### src/hbp_pkg.sv
// hbp_pkg: constants shared by the sram-like host bus port
// assumes nothing beyond a systemverilog package scope
package hbp_pkg;

   // address map, word address a[7:1]
   localparam logic [6:0] HBP_FIFO_WIN_BASE = 7'h00;
   localparam logic [6:0] HBP_FIFO_WIN_TOP = 7'h0F;
   localparam logic [6:0] HBP_CSR_BASE = 7'h28;
   localparam logic [6:0] HBP_CSR_TOP = 7'h7F;
   // data-fifo select: only a[2:1] kept; direction picks tx (write) / rx (read)
   localparam int HBP_FIFO_KEEP_BITS = 2;

   // reset values
   localparam logic HBP_RST_BIG_ENDIAN = 1'b0;
   localparam logic HBP_RST_IRQ_POL = 1'b0;
   localparam logic HBP_RST_IRQ_OD = 1'b0;
   localparam logic [7:0] HBP_RST_HOLDOFF = 8'h00;

   // holdoff unit: 10 us in cycles at 20 MHz
   localparam int HBP_CLK_HZ = 20000000;
   localparam int HBP_HOLDOFF_UNIT_NS = 10000;
   localparam int HBP_HOLDOFF_UNIT_CYC =
      (HBP_HOLDOFF_UNIT_NS * (HBP_CLK_HZ / 1000000)) / 1000;

   typedef enum logic [1:0] {
      HBP_IDLE = 2'b00,
      HBP_ACC = 2'b01,
      HBP_DONE = 2'b10
   } hbp_state_t;

endpackage

### src/hbp_sync_edge.sv
// hbp_sync_edge: registers one strobe and flags its falling edge
// assumes input already synchronous to clk
`timescale 1ns/10ps
module hbp_sync_edge (
   input wire logic clk,
   input wire logic rst,
   input wire logic ce,
   input wire logic level_n,
   output logic active,
   output logic fall
);
   logic prev_ff;

   always_ff @(posedge clk) begin
      if (rst) begin
         prev_ff <= 1'b1;
      end else if (ce) begin
         prev_ff <= level_n;
      end
   end

   assign active = ~level_n;
   assign fall = prev_ff & ~level_n & ce;
endmodule // hbp_sync_edge

### src/hbp_holdoff.sv
// hbp_holdoff: deassertion interval counter for the interrupt pin
// assumes req is a level from the interrupt sources
`timescale 1ns/10ps
module hbp_holdoff
   import hbp_pkg::*;
#(
   parameter int UNIT_CYC = HBP_HOLDOFF_UNIT_CYC
) (
   input wire logic clk,
   input wire logic rst,
   input wire logic ce,
   input wire logic req,
   input wire logic [7:0] interval,
   output logic assert_ok
);
   logic [15:0] unit_ff;
   logic [7:0] left_ff;
   logic was_on_ff;
   logic [15:0] nxt_unit;
   logic [7:0] nxt_left;
   wire logic unit_end = (unit_ff == 16'(UNIT_CYC - 1));
   wire logic fell = was_on_ff & ~req;

   assign nxt_unit = (fell | unit_end) ? 16'h0000 : unit_ff + 16'h0001;
   assign nxt_left = fell ? interval :
      ((left_ff != 8'h00) && unit_end) ? left_ff - 8'h01 : left_ff;

   always_ff @(posedge clk) begin
      if (rst) begin
         unit_ff <= 16'h0000;
         left_ff <= 8'h00;
         was_on_ff <= 1'b0;
      end else if (ce) begin
         unit_ff <= nxt_unit;
         left_ff <= nxt_left;
         was_on_ff <= req & (left_ff == 8'h00);
      end
   end

   assign assert_ok = (left_ff == 8'h00) & ~fell;
endmodule // hbp_holdoff

### src/hbp_host_port.sv
// hbp_host_port: sram-like host port, decode, width and endian steering
// assumes host pins sampled synchronously to clk, fifos/csrs outside
//
// What this block does
// 16-bit halves assembled to 32-bit words
// big endian swaps byte lanes
// seven-bit word address decoded to targets
// host drives read strobe low to read
// host drives write strobe low to write
// strobes count only with chip select
// write with select wakes reduced power
// fifo select forces fifo, ignores a[7:3]
// speed strap latched at reset release
// upper pull-downs off in 32-bit mode
// interrupt polarity and open-drain configurable
// programmable interrupt deassertion interval enforced
// behaves as async sram, programmed io
// fifos and csrs share one port
// bus width strap latched at release
// drive data only during select and read
`timescale 1ns/10ps
module hbp_host_port
   import hbp_pkg::*;
#(
   parameter int UNIT_CYC = HBP_HOLDOFF_UNIT_CYC
) (
   input wire logic clk,
   input wire logic rst,
   input wire logic ce,
   input wire logic [6:0] addr,
   input wire logic read_strobe_n,
   input wire logic write_strobe_n,
   input wire logic chip_select_n,
   input wire logic fifo_sel,
   input wire logic [31:0] data_in,
   output logic [31:0] data_out,
   output logic data_oe_n,
   output logic upper_pulldown_en_ff,
   input wire logic speed_strap,
   input wire logic bus_width_strap,
   output logic speed_100_ff,
   output logic autoneg_en_ff,
   output logic full_duplex_ff,
   output logic bus32_ff,
   input wire logic big_endian,
   input wire logic irq_pol,
   input wire logic irq_od,
   input wire logic [7:0] irq_holdoff,
   input wire logic irq_req,
   output logic irq_out,
   output logic irq_oe_n,
   input wire logic low_power,
   output logic wake_ff,
   output logic [6:0] csr_addr,
   output logic csr_wr,
   output logic csr_rd,
   output logic [31:0] csr_wdata,
   input wire logic [31:0] csr_rdata,
   output logic tx_push,
   output logic [31:0] tx_data,
   output logic rx_pop,
   input wire logic [31:0] rx_data,
   output logic err_unmapped_ff
);
   ////////////////////////////////////////////////////////////////////
   logic rd_act, rd_fall, wr_act, wr_fall;
   logic strap_pend_ff;
   logic [15:0] low_half_ff;
   logic half_hi_ff;
   logic [31:0] rdata_ff;
   logic rd_oe_ff;
   logic [6:0] csr_addr_ff;
   logic csr_wr_ff, csr_rd_ff, tx_push_ff, rx_pop_ff;
   logic [31:0] wdata_ff;
   logic irq_out_ff, irq_oe_n_ff;
   hbp_state_t st_ff, nxt_st;

   hbp_sync_edge u_rd (
      .clk(clk), .rst(rst), .ce(ce), .level_n(read_strobe_n),
      .active(rd_act), .fall(rd_fall)
   );
   hbp_sync_edge u_wr (
      .clk(clk), .rst(rst), .ce(ce), .level_n(write_strobe_n),
      .active(wr_act), .fall(wr_fall)
   );

   ////////////////////////////////////////////////////////////////////
   // select qualifies strobes
   wire logic cs = ~chip_select_n;
   wire logic rd_go = cs & rd_fall;
   wire logic wr_go = cs & wr_fall;
   // fifo select hides upper address
   wire logic [6:0] eff_addr = fifo_sel ?
      {5'h00, addr[HBP_FIFO_KEEP_BITS-1:0]} : addr;
   // word address decode
   wire logic hit_fifo = (eff_addr <= HBP_FIFO_WIN_TOP);
   wire logic hit_csr = (eff_addr >= HBP_CSR_BASE);
   wire logic hit_none = ~hit_fifo & ~hit_csr;
   // half select: addr[0] is a1 in 16-bit mode
   wire logic hi_half = ~bus32_ff & addr[0];
   wire logic word_done = bus32_ff | hi_half;
   // byte lane swap
   function automatic logic [31:0] swap32(input logic [31:0] d);
      swap32 = {d[7:0], d[15:8], d[23:16], d[31:24]};
   endfunction
   wire logic [31:0] host_word = bus32_ff ? data_in :
      {data_in[15:0], low_half_ff};
   wire logic [31:0] in_word = big_endian ? swap32(host_word) : host_word;
   wire logic [31:0] src_word = hit_fifo ? rx_data : csr_rdata;
   wire logic [31:0] out_word = big_endian ? swap32(src_word) : src_word;
   wire logic [31:0] out_bus = bus32_ff ? out_word :
      {16'h0000, (hi_half ? out_word[31:16] : out_word[15:0])};
   // low half read pops nothing, high half completes word
   wire logic rd_pop_now = rd_go & hit_fifo & word_done;

   always_comb begin
      nxt_st = st_ff;
      case (st_ff)
         HBP_IDLE: begin
            if (rd_go | wr_go) begin
               nxt_st = HBP_ACC;
            end
         end
         HBP_ACC: begin
            nxt_st = HBP_DONE;
         end
         HBP_DONE: begin
            if (!(cs & (rd_act | wr_act))) begin
               nxt_st = HBP_IDLE;
            end
         end
         default: begin
            nxt_st = HBP_IDLE;
         end
      endcase
   end

   ////////////////////////////////////////////////////////////////////
   // straps caught at first clock after reset
   always_ff @(posedge clk) begin
      if (rst) begin
         strap_pend_ff <= 1'b1;
         speed_100_ff <= 1'b0;
         autoneg_en_ff <= 1'b0;
         full_duplex_ff <= 1'b0;
         bus32_ff <= 1'b0;
         upper_pulldown_en_ff <= 1'b1;
      end else if (ce && strap_pend_ff) begin
         strap_pend_ff <= 1'b0;
         speed_100_ff <= speed_strap;
         autoneg_en_ff <= speed_strap;
         full_duplex_ff <= 1'b0;
         bus32_ff <= bus_width_strap;
         // pull-downs off when wide
         upper_pulldown_en_ff <= ~bus_width_strap;
      end
   end

   // write path: assemble and route
   always_ff @(posedge clk) begin
      if (rst) begin
         low_half_ff <= 16'h0000;
         half_hi_ff <= 1'b0;
         csr_wr_ff <= 1'b0;
         tx_push_ff <= 1'b0;
         wdata_ff <= 32'h0000_0000;
         csr_addr_ff <= 7'h00;
         err_unmapped_ff <= 1'b0;
      end else if (ce) begin
         csr_wr_ff <= wr_go & word_done & hit_csr;
         tx_push_ff <= wr_go & word_done & hit_fifo;
         if (wr_go & ~bus32_ff & ~addr[0]) begin
            low_half_ff <= data_in[15:0];
            half_hi_ff <= 1'b1;
         end
         if (wr_go & word_done) begin
            wdata_ff <= in_word;
            half_hi_ff <= 1'b0;
         end
         if (rd_go | wr_go) begin
            csr_addr_ff <= {eff_addr[6:1], 1'b0};
            err_unmapped_ff <= hit_none;
         end
      end
   end

   // read data held while select and read stand
   always_ff @(posedge clk) begin
      if (rst) begin
         rdata_ff <= 32'h0000_0000;
         rd_oe_ff <= 1'b0;
         csr_rd_ff <= 1'b0;
         rx_pop_ff <= 1'b0;
         st_ff <= HBP_IDLE;
      end else if (ce) begin
         st_ff <= nxt_st;
         csr_rd_ff <= rd_go & hit_csr;
         rx_pop_ff <= rd_pop_now;
         if (rd_go) begin
            rdata_ff <= hit_none ? 32'h0000_0000 : out_bus;
         end
         rd_oe_ff <= cs & rd_act & ~wr_act;
      end
   end

   ////////////////////////////////////////////////////////////////////
   // wake on selected write
   always_ff @(posedge clk) begin
      if (rst) begin
         wake_ff <= 1'b0;
      end else if (ce) begin
         wake_ff <= low_power & cs & wr_act;
      end
   end

   // holdoff gates assertion
   logic irq_ok;
   hbp_holdoff #(.UNIT_CYC(UNIT_CYC)) u_hold (
      .clk(clk), .rst(rst), .ce(ce), .req(irq_req),
      .interval(irq_holdoff), .assert_ok(irq_ok)
   );
   wire logic irq_on = irq_req & irq_ok;

   // polarity and buffer type
   always_ff @(posedge clk) begin
      if (rst) begin
         irq_out_ff <= 1'b0;
         irq_oe_n_ff <= 1'b1;
      end else if (ce) begin
         irq_out_ff <= irq_od ? 1'b0 : (irq_on ~^ irq_pol);
         irq_oe_n_ff <= irq_od ? ~irq_on : 1'b0;
      end
   end

   assign data_out = rdata_ff;
   assign data_oe_n = ~rd_oe_ff;
   assign irq_out = irq_out_ff;
   assign irq_oe_n = irq_oe_n_ff;
   assign csr_addr = csr_addr_ff;
   assign csr_wr = csr_wr_ff;
   assign csr_rd = csr_rd_ff;
   assign csr_wdata = wdata_ff;
   assign tx_push = tx_push_ff;
   assign tx_data = wdata_ff;
   assign rx_pop = rx_pop_ff;

   ////////////////////////////////////////////////////////////////////
   // assertions
   AST_NO_DRIVE_IDLE: assert property (@(posedge clk) disable iff (rst)
      ce && !(cs && rd_act) |=> data_oe_n)
      else $error("data driven without select and read");
   AST_WR_NEEDS_CS: assert property (@(posedge clk) disable iff (rst)
      ce && csr_wr |-> $past(!chip_select_n))
      else $error("register write without chip select");
   AST_PUSH_CS: assert property (@(posedge clk) disable iff (rst)
      tx_push |-> $past(cs && wr_fall))
      else $error("fifo push without qualified write");
   AST_FIFO_SEL: assert property (@(posedge clk) disable iff (rst)
      ce && fifo_sel && wr_go && bus32_ff |=> tx_push && !csr_wr)
      else $error("fifo select did not reach fifo");
   AST_WAKE: assert property (@(posedge clk) disable iff (rst)
      ce && low_power && cs && wr_act |=> wake_ff)
      else $error("no wake on selected write");
   AST_PULLDOWN: assert property (@(posedge clk) disable iff (rst)
      !strap_pend_ff |-> upper_pulldown_en_ff == !bus32_ff)
      else $error("pull-down state disagrees with width");
   AST_SPEED: assert property (@(posedge clk) disable iff (rst)
      !strap_pend_ff |-> speed_100_ff == autoneg_en_ff && !full_duplex_ff)
      else $error("speed defaults inconsistent");
   AST_HALF_NO_PUSH: assert property (@(posedge clk) disable iff (rst)
      ce && wr_go && !bus32_ff && !addr[0] |=> !tx_push && !csr_wr)
      else $error("low half completed a word");
   AST_SWAP: assert property (@(posedge clk) disable iff (rst)
      ce && wr_go && bus32_ff && big_endian && word_done
      |=> wdata_ff[7:0] == $past(data_in[31:24]))
      else $error("big endian lanes not swapped");
   AST_IRQ_OD: assert property (@(posedge clk) disable iff (rst)
      ce && irq_od |=> !irq_out_ff)
      else $error("open-drain output drove high");
   AST_HOLD: assert property (@(posedge clk) disable iff (rst)
      ce && irq_on ##1 ce && !irq_req && irq_holdoff != 8'h00
      |=> !irq_on)
      else $error("interrupt asserted inside holdoff");
   AST_DECODE: assert property (@(posedge clk) disable iff (rst)
      ce && (rd_go || wr_go) |=> err_unmapped_ff == $past(hit_none))
      else $error("decode flag wrong");
   AST_OE_ON: assert property (@(posedge clk) disable iff (rst)
      ce && cs && rd_act && !wr_act |=> !data_oe_n)
      else $error("read data not driven during read");
   AST_RD_STANDS: assert property (@(posedge clk) disable iff (rst)
      ce && !rd_go |=> $stable(data_out))
      else $error("read data changed without a read");
   AST_CSR_READ: assert property (@(posedge clk) disable iff (rst)
      ce && rd_go && hit_csr |=> csr_rd && !rx_pop)
      else $error("register read not routed");
   AST_FIFO_READ: assert property (@(posedge clk) disable iff (rst)
      ce && rd_go && hit_fifo && word_done |=> rx_pop && !csr_rd)
      else $error("fifo read not routed");
   AST_UNMAP_DROP: assert property (@(posedge clk) disable iff (rst)
      ce && (rd_go || wr_go) && hit_none
      |=> !csr_wr && !tx_push && !csr_rd && !rx_pop)
      else $error("unmapped access reached a target");
   AST_WIDTH_HELD: assert property (@(posedge clk) disable iff (rst)
      !strap_pend_ff && !$past(strap_pend_ff) |-> $stable(bus32_ff))
      else $error("bus width changed after latch");
   AST_PP_OE: assert property (@(posedge clk) disable iff (rst)
      ce && !irq_od |=> !irq_oe_n)
      else $error("push-pull interrupt not driven");

   COV_READ32: cover property (@(posedge clk) rd_go && bus32_ff);
   COV_WRITE16: cover property (@(posedge clk) wr_go && !bus32_ff ##[1:20]
      tx_push);
   COV_WAKE: cover property (@(posedge clk) wake_ff);
   COV_IRQ: cover property (@(posedge clk) irq_on);
   COV_HALF: cover property (@(posedge clk) wr_go && hi_half && half_hi_ff);
endmodule // hbp_host_port

### config.mk
export PLATFORM = sky130hd
export DESIGN_NAME = hbp_host_port
export DESIGN_NICKNAME = d
export VERILOG_FILES = /design/src/hbp_pkg.sv /design/src/hbp_sync_edge.sv /design/src/hbp_holdoff.sv /design/src/hbp_host_port.sv
export SDC_FILE = /design/constraint.sdc
export NUM_CORES = 1
export LEC_CHECK = 0
export ABC_AREA = 1
export BUFFER_PORTS_ARGS = -buffer_cell sky130_fd_sc_hd__buf_2
export CAP_MARGIN = 20
export CORE_ASPECT_RATIO = 0.9
export CORE_MARGIN = 4
export CORE_UTILIZATION = 56
export DETAILED_ROUTE_END_ITERATION = 8
export PLACE_DENSITY_LB_ADDON = 0.15
export SYNTH_ARGS = -nofsm -noshare
export SYNTH_HDL_FRONTEND = slang
export SYNTH_SLANG_ARGS = --single-unit
### constraint.sdc
create_clock -name clk -period 2.92 [get_ports clk]
set_clock_uncertainty 0.15 [all_clocks]
set_input_delay 0.146 -clock clk [delete_from_list [all_inputs] [get_ports clk]]
set_output_delay 0.146 -clock clk [all_outputs]
set_load 0.03 [all_outputs]
==> impl_metrics.json, run 1 <==
{
  "final_cell_mix": "nand2_1, buf_2, nand3_1, a21oi_1, dfxtp_1",
  "end_kind": "register",
  "r2r_slack_ps": 710,
  "start_util_pct": 57.77,
  "core_mm2": 0.01283,
  "nets": 1503,
  "period_share_pct": 83.29,
  "cts-root-buf": "clkbuf_16",
  "cts_tree": "built",
  "top_level_ports": 242,
  "rr_endpoint": "csr_addr[2]",
  "ant_nets": 0,
  "hp-start": "irq_holdoff[1]",
  "wire_per_inst_um": 15.63,
  "synth-seq-cells": 126,
  "drv_cap": 0,
  "grt_pass1_vias": 7600,
  "cts_sinks": 126,
  "dieWidth_um": 129.3,
  "synthCells": 1171,
  "power.static_leakage_nw": 4.653,
  "utilization_pct": 72.95,
  "final_common_cell": "nand2_1",
  "timing.final.ws_setup_ps": 487.8,
  "firstDrtPassIters": 6,
  "synth_cell_types": 27,
  "rsz0062_at_grt": "false",
  "postCtsResizedCells": 0,
  "area_growth_pct": 26.28,
  "grt_pass1_wl_um": 37330,
  "synth_flop_cell": "dfxtp_1",
  "hold_viol": 0,
  "antenna_found_initial": 0,
  "setup_viol": 0,
  "via_per_inst": 5.489,
  "vias": 8525,
  "vdd_drop_max_v": 0.0004714,
  "syn_area_per_cell_um2": 6.331,
  "dr.first_iter.drc_count": 1066,
  "synthArstFlopShare_pct": 0,
  "hpwl_um": 16330,
  "whs_endpoint": "u_hold.left_ff[1]",
  "max_freq_mhz": 411.2,
  "status": "complete, no violations",
  "critPathKind": "primary input to register",
  "tns_ps": 0,
  "die-area_mm2": 0.01515,
  "cts_buffer_depth": 2,
  "path_clk_slew_ps": 60,
  "io_buffer_count": 239,
  "wl_um": 24270,
  "finalCriticalPeriod_ps": 2432,
  "slew_headroom_pct": 39.87,
  "maxSlewViolCount": 0,
  "syn_area_mm2": 0.007413,
  "cp_max_fo": 18,
  "clk_latency_ps": 420,
  "grt-ovfl-total": 0,
  "gp_congestion": 0.9122,
  "tritoncts.num_buffers": 17,
  "startpoint_type": "primary input",
  "critPathArrivalTime_ps": 2630,
  "htree_levels": 4,
  "rows": 39,
  "tightest_slew_ps": 900.6,
  "drive_gt1_share_pct": 21.47,
  "timing.rr.start": "u_wr.prev_ff",
  "power.density_mw_per_mm2": 521.2,
  "pre_cts_ws_ps": 819.6,
  "grt_max_degree": 69,
  "dieHeight_um": 117.2,
  "post-route-drc-count": 0,
  "worst_ep_required_time_ps": 3110,
  "yosysSeqAreaShare_pct": 34.03,
  "hp-class": "primary input to register",
  "synth_edf_count": 0,
  "yosys_warnings": 0,
  "ff2ff_path_depth": 7,
  "grt_usage_pct": 30.91,
  "hold_path_depth": 5
}
## critical path: stages
cell and delay [ps]:
dlygate4sd3_1 530, buf_2 150, nor2_2 150, nand3_2 130
inv_2 280, nor2_1 150, inv_1 260, nand3_1 120
dlygate4sd3_1 580, a21oi_1 120
## per-layer routing
layer | track usage, % | wire [µm]
met4 | 12.74 | 654
met2 | 47.41 | 10790
met1 | 42.41 | 10010
met3 | 6.760 | 2815
met5 | 0 | 0
## final cells by class
cell class | count | area (µm²)
Antenna cell | 1 | 2.502
Clock buffer | 19 | 432.9
Clock inverter | 13 | 188.9
Fill cell | 1130 | 3472
Inverter | 118 | 442.9
Multi-Input combinational cell | 821 | 3869
Sequential cell | 126 | 2524
Tap cell | 164 | 205.2
Timing Repair Buffer | 291 | 1697
## cells in the mapped netlist (9+ instances only)
cell	count	area share (%)
nand3_1	202	14
inv_1	112	5.7
a21oi_1	129	8.7
o21ai_0	27	1.8
nor3_1	9	0.61
buf_4	45	4.6
mux2i_1	24	3.2
clkbuf_1	25	1.3
dfxtp_1	126	34
nor2_1	55	2.8
o211ai_1	12	1.2
buf_1	12	0.61
buf_2	25	1.7
o21ai_1	17	1.1
nand2_1	325	16
## where the power goes
part / total [W] / leakage (nW) / internal [W] / switching [W]
Clock: 0.00225 / 0.298 / 0.00143 / 0.000818
Combinational: 0.000837 / 3.33 / 0.000291 / 0.000546
Sequential: 0.00179 / 1.02 / 0.00176 / 0.0000278
Total: 0.00488 / 4.65 / 0.00349 / 0.00139
## cells by family after synthesis
kind of cell	count (synthesis)	share of synthesized area, %
AO/OA/AOI/OAI	186	12.98
XOR/XNOR	5	0.5908
adder cells (fa/ha/maj)	3	0.5064
buffers and inverters	225	14.09
flip-flops	126	34.03
multiplexers	24	3.241
other	1	0.05058
AND/OR/NAND/NOR	601	34.51
## worst max path at each step
stage              startpoint            endpoint  slack, ps  cells past startpoint
2_1_floorplan        bus32_ff        data_out[10]       1130                      7
3_3_place_gp              rst  u_hold.unit_ff[12]        890                      6
3_5_place_dp              rst   u_hold.unit_ff[9]        820                      6
4_1_cts        write_strobe_n         csr_addr[2]        520                     10
5_1_grt        write_strobe_n         csr_addr[2]        330                     10
6_report       write_strobe_n         csr_addr[2]        490                     10
## registers in the layout, indices dropped and copies added (netlist names), 6 cells and up
name,count
u_hold.unit_ff,16
data_out,32
csr_addr,6
low_half_ff,16
csr_wdata,32
u_hold.left_ff,8
## stage by stage
| stage | power [W] | instance area [µm²] | hold WS (ps) | instances |
|---|---|---|---|---|
| 4_1_cts | 0.004871 | 9359 | 0.2392 | 1552 |
| 6_report | 0.004879 | 9361 | 12.53 | 1553 |
| 3_5_place_dp | 0.002601 | 8347 | 252.9 | 1481 |
| 3_3_place_gp | 0.002596 | 8347 | 253.5 | 1481 |
| 2_1_floorplan | 0.002361 | 7417 | 122.3 | 1172 |
| 5_1_grt | 0.005041 | 9359 | 45.46 | 1552 |
## repair_timing
item | 4_1_cts | 5_1_grt
setup endpoints to repair | 0 | 0
hold endpoints to repair | 37 | 0
hold buffers | 39 | 0
buffers inserted | 0 | 0
(Power assumes the default switching activity.)
==> inputs of run 2 (changes only) <==
--- a/config.mk
+++ b/config.mk
@@ -10,7 +10,7 @@
 export CAP_MARGIN = 20
 export CORE_ASPECT_RATIO = 0.9
 export CORE_MARGIN = 4
-export CORE_UTILIZATION = 56
+export CORE_UTILIZATION = 47
 export DETAILED_ROUTE_END_ITERATION = 8
 export PLACE_DENSITY_LB_ADDON = 0.15
 export SYNTH_ARGS = -nofsm -noshare
==> constraint.sdc (replaced) <==
create_clock -name clk -period 2 [get_ports clk]
set_clock_uncertainty 0.15 [all_clocks]
set_input_delay 0.1 -clock clk [delete_from_list [all_inputs] [get_ports clk]]
set_output_delay 0.1 -clock clk [all_outputs]
set_load 0.03 [all_outputs]
==> run 2 against run 1 <==
  * Total power grew 47%
  * Sequential share of layout area shrank 1.3 points
  * Sequential cell count unchanged
  * Count of clock-buffer cells in the layout rose by 3
  * Core utilization decreased by 9.4 points
  * Sequential power increased by 46%
  * Critical path type unchanged
  * Critical endpoint is now csr_addr[3]
  * Design area is 4.9% higher
  * Final cell count is 4.3% higher
  * Largest power group unchanged
==> impl_metrics.json, run 2 (synthesized netlist as in run 1, its figures left out) <==
{
  "status": "complete, no violations",
  "via_per_inst": 5.230,
  "core_mm2": 0.01544,
  "r2r_slack_ps": 200,
  "vias": 8472,
  "wl_um": 24940,
  "path_clk_slew_ps": 60,
  "rows": 43,
  "area_growth_pct": 32.42,
  "antenna_found_initial": 2,
  "htree_levels": 4,
  "switchingPower_w": 0.001990,
  "max_stage_delay_ps": 570,
  "grt_pass1_vias": 7495,
  "switching_share_pct": 27.76,
  "hold_viol": 0,
  "hold_path_depth": 5,
  "maxSlewViolCount": 0,
  "hpwl_um": 16760,
  "gp_congestion": 0.9161,
  "clk_latency_ps": 420,
  "hp-start": "data_in[29]",
  "p_total_w": 0.007166,
  "start_util_pct": 48.01,
  "final_common_cell": "nand2_1",
  "finalCriticalPeriod_ps": 1862,
  "cts-root-buf": "clkbuf_16",
  "wire_per_inst_um": 15.39,
  "critPathArrivalTime_ps": 2060,
  "firstDrtPassIters": 5,
  "ff2ff_path_depth": 11,
  "critPathKind": "primary input to register",
  "drv_cap": 0,
  "grt_max_degree": 72,
  "grt_pass1_wl_um": 38740,
  "power.density_mw_per_mm2": 730.0,
  "cp_max_fo": 4,
  "period_share_pct": 93.10,
  "ant_nets": 0,
  "grt_usage_pct": 26.63,
  "die-area_mm2": 0.01785,
  "cts_tree": "built",
  "drive_gt1_share_pct": 22.09,
  "startpoint_type": "primary input",
  "cts_buffer_depth": 2,
  "post_cts_buffers": 0,
  "final_cell_mix": "nand2_1, buf_2, nand3_1, a21oi_1, dfxtp_1",
  "worst_ep_required_time_ps": 2200,
  "cts_sinks": 126,
  "hp-class": "primary input to register",
  "rr_endpoint": "u_hold.left_ff[7]",
  "setup_viol": 0,
  "dieHeight_um": 127.1,
  "pwr-share-comb_pct": 18.1,
  "top_level_ports": 242,
  "vdd_drop_max_v": 0.0006377,
  "fin_hold_ws_ps": 20.91,
  "max_freq_mhz": 537.1,
  "crit_path_top_delay_cell": "dlygate4sd3_1",
  "fin_cells": 1620,
  "whs_endpoint": "csr_wdata[29]",
  "dieWidth_um": 140.4,
  "pwr-share-clk_pct": 45.4,
  "p_seq_share_pct": 36.5,
  "cp_cell_sequence": "dlygate4sd3_1, buf_6, inv_2, nor2_4, nand3_2, inv_2, nor2_1, a21oi_1, dlygate4sd3_1, nor2_1",
  "grt-ovfl-total": 0,
  "timing.rr.start": "u_hold.left_ff[0]",
  "internal-power_w": 0.005177,
  "dr.first_iter.drc_count": 726,
  "power.static_leakage_nw": 4.844,
  "tritoncts.num_buffers": 17,
  "io_buffer_count": 239,
  "nets": 1532,
  "dpl.cell_count": 1530,
  "post-route-drc-count": 0,
  "end_kind": "register"
}
run 2: worst max path at each step:
stage                       from           endpoint  cells after the start
6_report                      ce        csr_addr[3]                     10
5_1_grt                       ce        csr_addr[3]                     10
4_1_cts           write_strobe_n            wake_ff                      7
3_5_place_dp   u_hold.left_ff[0]  u_hold.left_ff[7]                     11
3_3_place_gp   u_hold.unit_ff[0]  u_hold.unit_ff[4]                      9
2_1_floorplan           bus32_ff       data_out[10]                      7
run 2: metal layers:
| metal | GRT usage, % | vias to the layer above | part of all wire (%) |
|---|---|---|---|
| met4 | 7.863 | 2 | 1.9 |
| met2 | 41.08 | 348 | 45 |
| met3 | 5.090 | 35 | 8.1 |
| met1 | 38.02 | 3854 | 45 |
| li1 | - | 4233 | - |
| met5 | 0 | - | 0.052 |
run 2: critical path: cells and delay by family:
kind	cells	cell delay, ps
buffers and inverters	5	1420
and+or+nand+nor	4	480
AOI/OAI and AO/OA	1	60
run 2: area by class of cell:
class	instances	area [µm²]
Inverter	118	446.7
Clock inverter	10	133.9
Timing Repair Buffer	320	2079
Tap cell	202	252.7
Sequential cell	126	2524
Clock buffer	22	494.2
Multi-Input combinational cell	821	3884
Fill cell	1444	5624
Antenna cell	1	2.502
run 2: stage by stage:
stage,TNS [ps],setup slack [ps],cell area [µm²],utilization (%)
floorplan,0,209.9,7417,-
global placement,0,261.5,8567,55.48
detailed placement,0,251.1,8567,55.48
CTS,0,38.17,9776,63.31
global route,-0.7885,-0.7885,9817,63.58
finish,0,138.0,9817,63.58
run 2: power by group through the flow:
| stage | Sequential [W] | Clock, W | Combinational (W) |
|---|---|---|---|
| finish | 0.00262 | 0.00325 | 0.00129 |
| global route | 0.00262 | 0.00342 | 0.00142 |
| CTS | 0.00262 | 0.00331 | 0.00126 |
| detailed placement | 0.00267 | 0 | 0.00117 |
| global placement | 0.00267 | 0 | 0.00117 |
| floorplan | 0.00274 | 0 | 0.000706 |
run 2: repair_timing:
action                                  CTS  global route
resized for setup                         0             6
hold endpoints to repair                 78             0
endpoints found under the setup margin    0            13
hold buffers                             58             0
